File: config.mk
export PLATFORM = sky130hd
export DESIGN_NAME = rx_path_ctl
export DESIGN_NICKNAME = d
export VERILOG_FILES = /design/src/include/rx_ctl_pkg.sv /design/src/include/rx_cfg_if.sv /design/src/rtl/rx_path_ctl.sv /design/src/rtl/lane_marker_check.sv /design/src/rtl/rx_ctl_regs.sv
export VERILOG_INCLUDE_DIRS = /design/src /design/src/include
export SDC_FILE = /design/constraint.sdc
export NUM_CORES = 2
export LEC_CHECK = 0
export BUFFER_PORTS_ARGS = -buffer_cell sky130_fd_sc_hd__buf_2
export CAP_MARGIN = 30
export CORE_ASPECT_RATIO = 1.5
export CORE_MARGIN = 4
export CORE_UTILIZATION = 45
export CTS_CLUSTER_DIAMETER = 100
export DETAILED_ROUTE_END_ITERATION = 12
export PLACE_DENSITY_LB_ADDON = 0.25
export RECOVER_POWER = 100
export REMOVE_ABC_BUFFERS = 1
export SLEW_MARGIN = 20
export SYNTH_ARGS = -nofsm -noshare
export SYNTH_HDL_FRONTEND = slang
export SYNTH_SLANG_ARGS = --single-unit
File: constraint.sdc
create_clock -name sys_clk -period 7.2 [get_ports sys_clk]
set_input_delay 0.72 -clock sys_clk [delete_from_list [all_inputs] [get_ports sys_clk]]
set_output_delay 0.72 -clock sys_clk [all_outputs]
set_load 0.01 [all_outputs]
File: src/include/rx_ctl_consts.svh
`ifndef RX_CTL_CONSTS_SVH
`define RX_CTL_CONSTS_SVH
// register byte offsets
`define OFF_CTRL 8'h00
`define OFF_MAXLEN 8'h04
`define OFF_MINLEN 8'h08
`define OFF_SPACING 8'h0C
`define OFF_STATUS 8'h10
`define OFF_PATTERN 8'h20
`define OFF_PAT_END 8'h40
// control register fields
`define CTRL_RATE 0
`define CTRL_ENABLE 1
`define CTRL_CHK_PRE 2
`define CTRL_CHK_SFD 3
`define CTRL_STRIP 4
`define CTRL_IGN_FCS 5
`define CTRL_RESYNC 6
// status register fields
`define STAT_SPACE_LSB 0
`define STAT_ENABLED 4
`define STAT_IN_FRAME 5
// reset values
`define RST_CTRL 6'h02
`define RST_MAXLEN 15'h2580
`define RST_MINLEN 8'h40
`define RST_SPACING 16'h3FFF
// frame figures
`define PREAMBLE_VAL 56'h55555555555555
`define SFD_VAL 8'hD5
`define WORD_BYTES 4'h8
`define FCS_BYTES 4'h4
`define SHORT_LIMIT 16'h0010
`define STRIP_MIN 16'h0008
`define PCS_LANE_COUNT 4
`endif

File: src/include/rx_ctl_pkg.sv
package rx_ctl_pkg;
  // receive frame tracking states
  typedef enum logic [1:0] {
    IDLE_ST = 2'b00,
    RECV_ST = 2'b01,
    DISCARD_ST = 2'b10
  } frame_state_type;
  // one lane marker pattern
  typedef logic [63:0] pattern_type;
  // empty byte count of a last word
  typedef logic [2:0] mty_type;
endpackage

File: src/include/rx_cfg_if.sv
`timescale 1ns/1ps
`default_nettype none
`include "rx_ctl_consts.svh"
interface rx_cfg_if;
  logic rate_40g;
  logic rx_en;
  logic chk_pre;
  logic chk_sfd;
  logic strip;
  logic ign_fcs;
  logic resync;
  logic [14:0] max_len;
  logic [7:0] min_len;
  logic [15:0] marker_spacing_m1;
  rx_ctl_pkg::pattern_type lane_marker_pattern [`PCS_LANE_COUNT];
  logic [`PCS_LANE_COUNT-1:0] spacing_err;
  logic en_active;
  logic in_frame;
  modport regs (output rate_40g, rx_en, chk_pre, chk_sfd, strip, ign_fcs, resync, max_len,
    min_len, marker_spacing_m1, lane_marker_pattern, input spacing_err, en_active, in_frame);
  modport core (input rate_40g, rx_en, chk_pre, chk_sfd, strip, ign_fcs, resync, max_len,
    min_len, marker_spacing_m1, lane_marker_pattern, output spacing_err, en_active, in_frame);
endinterface
`default_nettype wire

File: src/rtl/rx_path_ctl.sv
`timescale 1ns/1ps
`default_nettype none
`include "rx_ctl_consts.svh"
module rx_path_ctl (
  input wire logic sys_clk,
  input wire logic rst,
  input wire logic ce,
  input wire logic psel,
  input wire logic penable,
  input wire logic pwrite,
  input wire logic [7:0] paddr,
  input wire logic [31:0] pwdata,
  output logic [31:0] prdata,
  output logic pready,
  output logic pslverr,
  input wire logic [`PCS_LANE_COUNT-1:0] lane_valid,
  input wire logic [64*`PCS_LANE_COUNT-1:0] lane_data,
  input wire logic in_valid,
  input wire logic in_sop,
  input wire logic in_eop,
  input wire rx_ctl_pkg::mty_type in_mty,
  input wire logic [63:0] in_data,
  input wire logic [63:0] in_preamble,
  input wire logic in_fcs_bad,
  output logic out_valid,
  output logic out_sop,
  output logic out_eop,
  output rx_ctl_pkg::mty_type out_mty,
  output logic [63:0] out_data,
  output logic out_err,
  output logic pcs_decode_hold,
  output logic realign_restart,
  output logic rate_40g,
  output logic stat_good,
  output logic stat_bad,
  output logic stat_bad_fcs,
  output logic [`PCS_LANE_COUNT-1:0] marker_spacing_error
);
  import rx_ctl_pkg::*;
  rx_cfg_if cfg (); // register fields and status
  frame_state_type state_q;
  logic en_q; // receive enable in force
  // per-frame copies of the controls
  logic [14:0] max_q;
  logic [7:0] min_q;
  logic strip_q;
  logic ign_q;
  logic pre_err_q; // preamble or delimiter fault
  logic [15:0] len_q; // bytes taken so far
  // one-word hold and a trailing word
  logic hold_v_q;
  logic [63:0] hold_data_q;
  logic hold_sop_q;
  logic tail_v_q;
  logic [63:0] tail_data_q;
  mty_type tail_mty_q;
  logic tail_err_q;
  // word decisions
  logic sop_ok, take, last, over, short_fr, fcs_err, err, strip_now, ign_now, pre_now;
  logic [15:0] max_now, base, nlen, len_fin;
  logic [7:0] min_now;
  logic [3:0] wb, k, s;
  mty_type strip_mty;
  // emission of the next output word
  logic e_v, e_sop, e_eop, e_err;
  logic [63:0] e_data;
  mty_type e_mty;

  // valid bytes of an incoming word
  function automatic logic [3:0] word_bytes(input logic eop, input mty_type mty);
    return eop ? (`WORD_BYTES - {1'b0, mty}) : `WORD_BYTES;
  endfunction

  rx_ctl_regs u_regs (
    .sys_clk(sys_clk),
    .rst(rst),
    .ce(ce),
    .psel(psel),
    .penable(penable),
    .pwrite(pwrite),
    .paddr(paddr),
    .pwdata(pwdata),
    .prdata(prdata),
    .pready(pready),
    .pslverr(pslverr),
    .cfg(cfg.regs)
  );

  // one spacing checker per lane
  for (genvar i = 0; i < `PCS_LANE_COUNT; i++) begin : g_lane
    lane_marker_check u_lm (
      .sys_clk(sys_clk),
      .rst(rst),
      .ce(ce),
      .clr(cfg.resync),
      .word_valid(lane_valid[i]),
      .word(lane_data[64*i +: 64]),
      .pattern(cfg.lane_marker_pattern[i]),
      .spacing_m1(cfg.marker_spacing_m1),
      .spacing_err(cfg.spacing_err[i])
    );
  end

  assign marker_spacing_error = cfg.spacing_err;
  assign cfg.en_active = en_q;
  assign cfg.in_frame = (state_q != IDLE_ST);
  assign rate_40g = cfg.rate_40g;
  assign pcs_decode_hold = !en_q;

  // frame start and per-word length bookkeeping
  always_comb begin
    sop_ok = in_valid && in_sop && (state_q == IDLE_ST) && en_q;
    take = sop_ok || (in_valid && (state_q == RECV_ST));
    max_now = sop_ok ? {1'b0, cfg.max_len} : {1'b0, max_q};
    min_now = sop_ok ? cfg.min_len : min_q;
    strip_now = sop_ok ? cfg.strip : strip_q;
    ign_now = sop_ok ? cfg.ign_fcs : ign_q;
    pre_now = (cfg.chk_pre && (in_preamble[55:0] != `PREAMBLE_VAL)) ||
      (cfg.chk_sfd && (in_preamble[63:56] != `SFD_VAL));
    base = sop_ok ? 16'h0000 : len_q;
    wb = word_bytes(in_eop, in_mty);
    nlen = base + {12'h000, wb};
    over = nlen > max_now;
    last = take && (in_eop || over);
    len_fin = over ? max_now : nlen;
    k = over ? 4'(max_now - base) : wb;
    s = (strip_now && !over && (len_fin > `STRIP_MIN)) ? `FCS_BYTES : 4'h0;
    strip_mty = 3'(s - k);
    short_fr = len_fin < `SHORT_LIMIT;
    fcs_err = in_eop && in_fcs_bad && !over;
    err = (sop_ok ? pre_now : pre_err_q) || over || (len_fin < {8'h00, min_now}) ||
      (fcs_err && !ign_now);
  end

  // next output word
  always_comb begin
    e_v = 1'b0;
    e_data = hold_data_q;
    e_sop = hold_sop_q;
    e_eop = 1'b0;
    e_mty = 3'h0;
    e_err = 1'b0;
    if (tail_v_q) begin
      // trailing word of the previous frame
      e_v = 1'b1;
      e_data = tail_data_q;
      e_sop = 1'b0;
      e_eop = 1'b1;
      e_mty = tail_mty_q;
      e_err = tail_err_q;
    end else if (take && !last) begin
      // mid frame: release the held word
      e_v = hold_v_q;
    end else if (last && !short_fr) begin
      if (k <= s) begin
        // fcs covers the whole last word: the held word ends the frame
        e_v = hold_v_q;
        e_eop = 1'b1;
        e_mty = strip_mty;
        e_err = err;
      end else if (hold_v_q) begin
        e_v = 1'b1;
      end else begin
        e_v = 1'b1;
        e_data = in_data;
        e_sop = sop_ok;
        e_eop = 1'b1;
        e_mty = 3'(`WORD_BYTES - (k - s));
        e_err = err;
      end
    end
  end

  // frame state machine
  always_ff @(posedge sys_clk) begin
    if (rst) begin
      state_q <= IDLE_ST;
    end else if (ce) begin
      if (cfg.resync) begin
        state_q <= IDLE_ST;
      end else begin
        case (state_q)
          IDLE_ST, RECV_ST: begin
            if (last) state_q <= (over && !in_eop) ? DISCARD_ST : IDLE_ST;
            else if (take) state_q <= RECV_ST;
          end
          DISCARD_ST: begin
            // drop the rest of a truncated frame
            if (in_valid && in_eop) state_q <= IDLE_ST;
          end
          default: state_q <= IDLE_ST;
        endcase
      end
    end
  end

  // enable changes only between frames
  always_ff @(posedge sys_clk) begin
    if (rst) en_q <= 1'b0;
    else if (ce && (state_q == IDLE_ST) && !sop_ok) en_q <= cfg.rx_en;
  end

  // per-frame control copies and length
  always_ff @(posedge sys_clk) begin
    if (rst) begin
      max_q <= `RST_MAXLEN;
      min_q <= `RST_MINLEN;
      strip_q <= 1'b0;
      ign_q <= 1'b0;
      pre_err_q <= 1'b0;
      len_q <= 16'h0000;
    end else if (ce) begin
      if (sop_ok) begin
        max_q <= cfg.max_len;
        min_q <= cfg.min_len;
        strip_q <= cfg.strip;
        ign_q <= cfg.ign_fcs;
        pre_err_q <= pre_now;
      end
      if (take) len_q <= nlen;
    end
  end

  // hold, tail and output registers
  always_ff @(posedge sys_clk) begin
    if (rst) begin
      hold_v_q <= 1'b0;
      hold_data_q <= 64'h0;
      hold_sop_q <= 1'b0;
      tail_v_q <= 1'b0;
      tail_data_q <= 64'h0;
      tail_mty_q <= 3'h0;
      tail_err_q <= 1'b0;
      out_valid <= 1'b0;
      out_sop <= 1'b0;
      out_eop <= 1'b0;
      out_mty <= 3'h0;
      out_data <= 64'h0;
      out_err <= 1'b0;
    end else if (ce) begin
      out_valid <= e_v && !cfg.resync;
      out_sop <= e_sop;
      out_eop <= e_eop;
      out_mty <= e_mty;
      out_data <= e_data;
      out_err <= e_err;
      tail_v_q <= 1'b0;
      if (cfg.resync) begin
        hold_v_q <= 1'b0;
      end else if (take && !last) begin
        hold_v_q <= 1'b1;
        hold_data_q <= in_data;
        hold_sop_q <= sop_ok;
      end else if (last) begin
        hold_v_q <= 1'b0;
        // final word left after stripping goes out next cycle
        tail_v_q <= !short_fr && (k > s) && hold_v_q;
        tail_data_q <= in_data;
        tail_mty_q <= 3'(`WORD_BYTES - (k - s));
        tail_err_q <= err;
      end
    end
  end

  // statistics pulses at frame end and the realign restart pulse
  always_ff @(posedge sys_clk) begin
    if (rst) begin
      stat_good <= 1'b0;
      stat_bad <= 1'b0;
      stat_bad_fcs <= 1'b0;
      realign_restart <= 1'b0;
    end else if (ce) begin
      stat_good <= last && !short_fr && !err;
      stat_bad <= last && !short_fr && err;
      stat_bad_fcs <= last && fcs_err;
      realign_restart <= cfg.resync;
    end
  end
endmodule
`default_nettype wire

File: src/rtl/lane_marker_check.sv
`timescale 1ns/1ps
`default_nettype none
module lane_marker_check (
  input wire logic sys_clk,
  input wire logic rst,
  input wire logic ce,
  input wire logic clr,
  input wire logic word_valid,
  input wire rx_ctl_pkg::pattern_type word,
  input wire rx_ctl_pkg::pattern_type pattern,
  input wire logic [15:0] spacing_m1,
  output logic spacing_err
);
  import rx_ctl_pkg::*;
  logic hit; // marker word seen this cycle
  logic seen_q; // a first marker has set the phase
  logic [15:0] cnt_q; // words since the last marker
  assign hit = word_valid && (word == pattern);
  // spacing count and spacing error, held until an on-time marker or clr
  always_ff @(posedge sys_clk) begin
    if (rst) begin
      seen_q <= 1'b0;
      cnt_q <= 16'h0000;
      spacing_err <= 1'b0;
    end else if (ce) begin
      if (clr) begin
        seen_q <= 1'b0;
        cnt_q <= 16'h0000;
        spacing_err <= 1'b0;
      end else if (hit) begin
        // marker on time clears, off time sets
        seen_q <= 1'b1;
        cnt_q <= 16'h0000;
        if (seen_q) spacing_err <= (cnt_q != spacing_m1);
      end else if (word_valid && seen_q) begin
        // a missing marker is also a spacing error
        if (cnt_q == spacing_m1) spacing_err <= 1'b1;
        if (cnt_q != 16'hFFFF) cnt_q <= cnt_q + 16'h0001;
      end
    end
  end
endmodule
`default_nettype wire

File: src/rtl/rx_ctl_regs.sv
`timescale 1ns/1ps
`default_nettype none
`include "rx_ctl_consts.svh"
module rx_ctl_regs (
  input wire logic sys_clk,
  input wire logic rst,
  input wire logic ce,
  input wire logic psel,
  input wire logic penable,
  input wire logic pwrite,
  input wire logic [7:0] paddr,
  input wire logic [31:0] pwdata,
  output logic [31:0] prdata,
  output logic pready,
  output logic pslverr,
  rx_cfg_if.regs cfg
);
  import rx_ctl_pkg::*;
  logic wr; // access phase of a write
  logic [5:0] ctrl_q; // control bits, resync excluded
  logic [14:0] maxlen_q;
  logic [7:0] minlen_q;
  logic [15:0] spacing_q;
  logic resync_q; // one-cycle realign pulse
  logic [31:0] pat_q [2*`PCS_LANE_COUNT]; // pattern halves
  logic [31:0] rdata; // read mux
  logic hit; // address is mapped
  // pattern window decode
  function automatic logic is_pat(input logic [7:0] a);
    return (a >= `OFF_PATTERN) && (a < `OFF_PAT_END);
  endfunction
  assign wr = psel && penable && pwrite;
  assign pready = 1'b1;
  // writable configuration
  always_ff @(posedge sys_clk) begin
    if (rst) begin
      ctrl_q <= `RST_CTRL;
      maxlen_q <= `RST_MAXLEN;
      minlen_q <= `RST_MINLEN;
      spacing_q <= `RST_SPACING;
    end else if (ce && wr) begin
      if (paddr == `OFF_CTRL) begin
        ctrl_q <= pwdata[5:0];
      end else if (paddr == `OFF_MAXLEN) begin
        maxlen_q <= pwdata[14:0];
      end else if (paddr == `OFF_MINLEN) begin
        minlen_q <= pwdata[7:0];
      end else if (paddr == `OFF_SPACING) begin
        spacing_q <= pwdata[15:0];
      end
    end
  end
  // pattern words
  always_ff @(posedge sys_clk) begin
    if (rst) begin
      for (int i = 0; i < 2*`PCS_LANE_COUNT; i++) pat_q[i] <= 32'h0000_0000;
    end else if (ce && wr && is_pat(paddr)) begin
      pat_q[paddr[4:2]] <= pwdata;
    end
  end
  // self-clearing realign request
  always_ff @(posedge sys_clk) begin
    if (rst) resync_q <= 1'b0;
    else if (ce) resync_q <= wr && (paddr == `OFF_CTRL) && pwdata[`CTRL_RESYNC];
  end
  // read mux
  always_comb begin
    rdata = 32'h0000_0000;
    hit = 1'b1;
    if (paddr == `OFF_CTRL) begin
      rdata[5:0] = ctrl_q;
    end else if (paddr == `OFF_MAXLEN) begin
      rdata[14:0] = maxlen_q;
    end else if (paddr == `OFF_MINLEN) begin
      rdata[7:0] = minlen_q;
    end else if (paddr == `OFF_SPACING) begin
      rdata[15:0] = spacing_q;
    end else if (paddr == `OFF_STATUS) begin
      rdata[`PCS_LANE_COUNT-1:0] = cfg.spacing_err;
      rdata[`STAT_ENABLED] = cfg.en_active;
      rdata[`STAT_IN_FRAME] = cfg.in_frame;
    end else if (is_pat(paddr)) begin
      rdata = pat_q[paddr[4:2]];
    end else begin
      hit = 1'b0;
    end
  end
  // answer captured in the setup phase
  always_ff @(posedge sys_clk) begin
    if (rst) begin
      prdata <= 32'h0000_0000;
      pslverr <= 1'b0;
    end else if (ce && psel && !penable) begin
      prdata <= rdata;
      pslverr <= !hit;
    end
  end
  // fields toward the core
  always_comb begin
    for (int i = 0; i < `PCS_LANE_COUNT; i++) begin
      cfg.lane_marker_pattern[i] = {pat_q[2*i+1], pat_q[2*i]};
    end
  end
  assign cfg.rate_40g = ctrl_q[`CTRL_RATE];
  assign cfg.rx_en = ctrl_q[`CTRL_ENABLE];
  assign cfg.chk_pre = ctrl_q[`CTRL_CHK_PRE];
  assign cfg.chk_sfd = ctrl_q[`CTRL_CHK_SFD];
  assign cfg.strip = ctrl_q[`CTRL_STRIP];
  assign cfg.ign_fcs = ctrl_q[`CTRL_IGN_FCS];
  assign cfg.resync = resync_q;
  assign cfg.max_len = maxlen_q;
  assign cfg.min_len = minlen_q;
  assign cfg.marker_spacing_m1 = spacing_q;
endmodule
`default_nettype wire

==> metrics.cfg <==
[timing]
clock.fmax_ghz=0.141
finalCriticalPeriod_ns=7.10
tightest_slew_ns=3.24
relSlewSlack_pct=-116
hold_violations=0
slew_violations=816
post-route-period-util_pct=98.7
setup_viol=0
hold_ws_ns=0.341
grt_setup_unrepaired=false
finClkSkew_ns=0.0211

[floorplan]
start_util_pct=45.3
die_area_sq_um=82500
chipWidth_um=236
coreArea_sq_um=77400
rows=125
die_y_um=350
io_pins=556

[cts]
cts_sinks=662
cts_tree=built
cts_buffers=68
ctsResizeCount=0
cts_buffer_depth=3
htree_levels=3
holdBufCountCts=0
path_clk_slew_ns=0.06
insertion_delay_ns=0.63
cts_root_buf=clkbuf_16
post_cts_buffers=0

[setup_path]
cp_top_family=compound AO/OA/AOI/OAI gates
startpoint=u_regs.pat_q[7][1]
worstPathCellList=xnor2_1, nand4_1, nor4_1, nand4_1, o41ai_1, o21ai_0, clkbuf_1, or4_1, a21boi_0
path_common_cell=nand4_1
startpoint_type=flip-flop
worst_ep_required_time_ns=7.74
path_class=flip-flop to flip-flop
r2r_slack_ns=0.1
rr_startpoint=u_regs.pat_q[7][1]
regToRegEndpoint=g_lane[3].u_lm.cnt_q[5]
path_depth=9
crit_fanout=15
worst_path_max_delay_cell=o41ai_1
critPathBufInv=1
rr_worst_depth=9
cp.arrival_ns=7.64
slowest_delay_ns=2.29
timing.critical_path.to_type=flip-flop

[cells_and_area]
final_cell_mix=564 x nand2_1, 436 x buf_2, 406 x dfxtp_1
final_area_sq_um=40700
drive_above_1_share_pct=16.7
final_nets=4673
area_growth_pct=16.2
fill_cells=7234
final_common_cell=nand2_1

[route]
drt_iter0_drc=3041
drt-pass1-iter-count=6
drtAntennaViolNets=0
wl_per_cell_um=26.0
vias=31700
post-route-drc-count=0
via_per_inst=6.00
wl_mm=137

[grt]
grt_pass1_wl_mm=199
grt_max_degree=167
grt-ovfl-total=0
grt_use_total_pct=31.8
grt_pass1_vias=30600
antenna_found_initial=37

[hold_path]
holdPathStages=3
hold_end=tail_data_q[35]
hp-start=in_data[35]
hp-class=input pin to flip-flop

[placed_design]
port-buffer-count=554
dp_hpwl_mm=101
gp_congestion=1.00
post_dp_cell_area_sq_um=38800

[logic_synthesis]
syn_inst=3778
async_flop_share_pct=0
synthFlopType=dfxtp_1
yosys_warnings=0
ys_types=82
synth-seq-area-share_pct=45.1
synth-seq-cells=662
syn_area_sq_um=35000
synth_edf_count=256
syn_area_per_cell_sq_um=9.28

[power_and_ir_drop]
ir_drop_mv=0.184
finalPower_mw=8.48
powerDensity_nw_per_um2=208
p_leak_nw=14.7

[flow_run]
cap_violations=23

[outcome]
violations=capacitance limit, slew limit
status=complete, but fails checks

==> area by class of cell <==
cell class | instances | area, sq um | share of cell area (%)
Multi-Input combinational cell | 2756 | 18000 | 44.1
Sequential cell | 662 | 15800 | 38.8
Timing Repair Buffer | 626 | 3140 | 7.71
Clock buffer | 101 | 1990 | 4.88
Tap cell | 1016 | 1270 | 3.12
Inverter | 80 | 300 | 0.737
Clock inverter | 19 | 206 | 0.507
Antenna cell | 19 | 47.5 | 0.117
==> cell usage after synthesis, drive strengths merged (31+ instances only) <==
| library cell | number | area [sq um] |
|---|---|---|
| buf | 44 | 205 |
| inv | 78 | 293 |
| nor2b | 31 | 194 |
| xor2 | 89 | 780 |
| a22oi | 88 | 661 |
| ha | 36 | 450 |
| nor4 | 40 | 250 |
| a21oi | 269 | 1350 |
| nand2 | 564 | 2120 |
| nand3 | 123 | 616 |
| edfxtp | 256 | 7690 |
| clkbuf | 236 | 887 |
| o21ai | 83 | 415 |
| mux2i | 50 | 500 |
| nand4 | 129 | 807 |
| xnor2 | 183 | 1600 |
| mux4 | 64 | 1440 |
| nor2 | 203 | 762 |
| nand2b | 46 | 288 |
| a31oi | 72 | 450 |
| and2 | 273 | 1710 |
| dfxtp | 406 | 8130 |
| a211o | 71 | 622 |
==> cells by family after synthesis <==
group,count (synthesis),synth area share [%]
other cells,1,0.0107
fa+ha+maj,38,1.40
buf+inv,360,3.97
xor+xnor,272,6.80
simple gates,1545,22.0
flops,662,45.1
compound gates,756,14.2
mux,144,6.51
==> worst max-delay path by stage <==
| stage | to | slack, ns |
|---|---|---|
| 2_1_floorplan | out_sop | -1.88 |
| 3_3_place_gp | out_data[20] | 0.32 |
| 3_5_place_dp | out_data[8] | 0.16 |
| 4_1_cts | out_data[17] | 0.64 |
| 5_1_grt | tail_mty_q[2] | 0.03 |
| 6_report | g_lane[3].u_lm.cnt_q[5] | 0.1 |
==> state kept, by name, indices dropped and copies added, names as in the netlist, 8 cells and up <==
| name | count |
|---|---|
| tail_data_q | 64 |
| u_regs.cfg.min_len | 8 |
| u_regs.cfg.marker_spacing_m1 | 16 |
| u_regs.prdata | 32 |
| len_q | 16 |
| g_lane.u_lm.cnt_q | 64 |
| min_q | 8 |
| hold_data_q | 64 |
| u_regs.cfg.max_len | 15 |
| max_q | 15 |
| out_data | 64 |
| u_regs.pat_q | 256 |
==> power breakdown <==
group | leakage [nW] | internal [mW] | switching, mW
logic | 7.94 | 0.312 | 0.526
registers | 5.70 | 3.98 | 0.0850
clock network | 1.08 | 2.03 | 1.55
total | 14.7 | 6.32 | 2.16
==> worst reg2reg max path: stages, from the launching register on <==
cell      delay, ns
edfxtp_1       0.41
xnor2_1        0.61
nand4_1        0.49
nor4_1         0.84
nand4_1        0.44
o41ai_1        2.29
o21ai_0        0.83
clkbuf_1       0.41
or4_1          0.52
a21boi_0       0.17
==> layer usage <==
layer | part of all wire (%) | up-vias | GRT usage [%] | routed length (um)
met4 | 6.6 | 42 | 17.9 | 9080
met1 | 35 | 15300 | 36.5 | 48400
met2 | 48 | 1583 | 53.9 | 66100
met5 | 0.19 | - | 0 | 262
li1 | - | 14400 | - | -
met3 | 9.7 | 365 | 8.45 | 13200
==> through the flow <==
| stage | util, % | cells | TNS [ns] | setup WS [ns] |
|---|---|---|---|---|
| after floorplan | - | 3498 | -229.17 | -1.88 |
| after global placement | 50.1 | 5136 | 0 | 0.320 |
| after detailed placement | 50.2 | 5140 | 0 | 0.161 |
| after CTS | 53.0 | 5260 | 0 | 0.641 |
| after global routing | 52.6 | 5263 | 0 | 0.0303 |
| final | 52.6 | 5279 | 0 | 0.0964 |
Note: power is estimated with default switching activity, not from simulation.
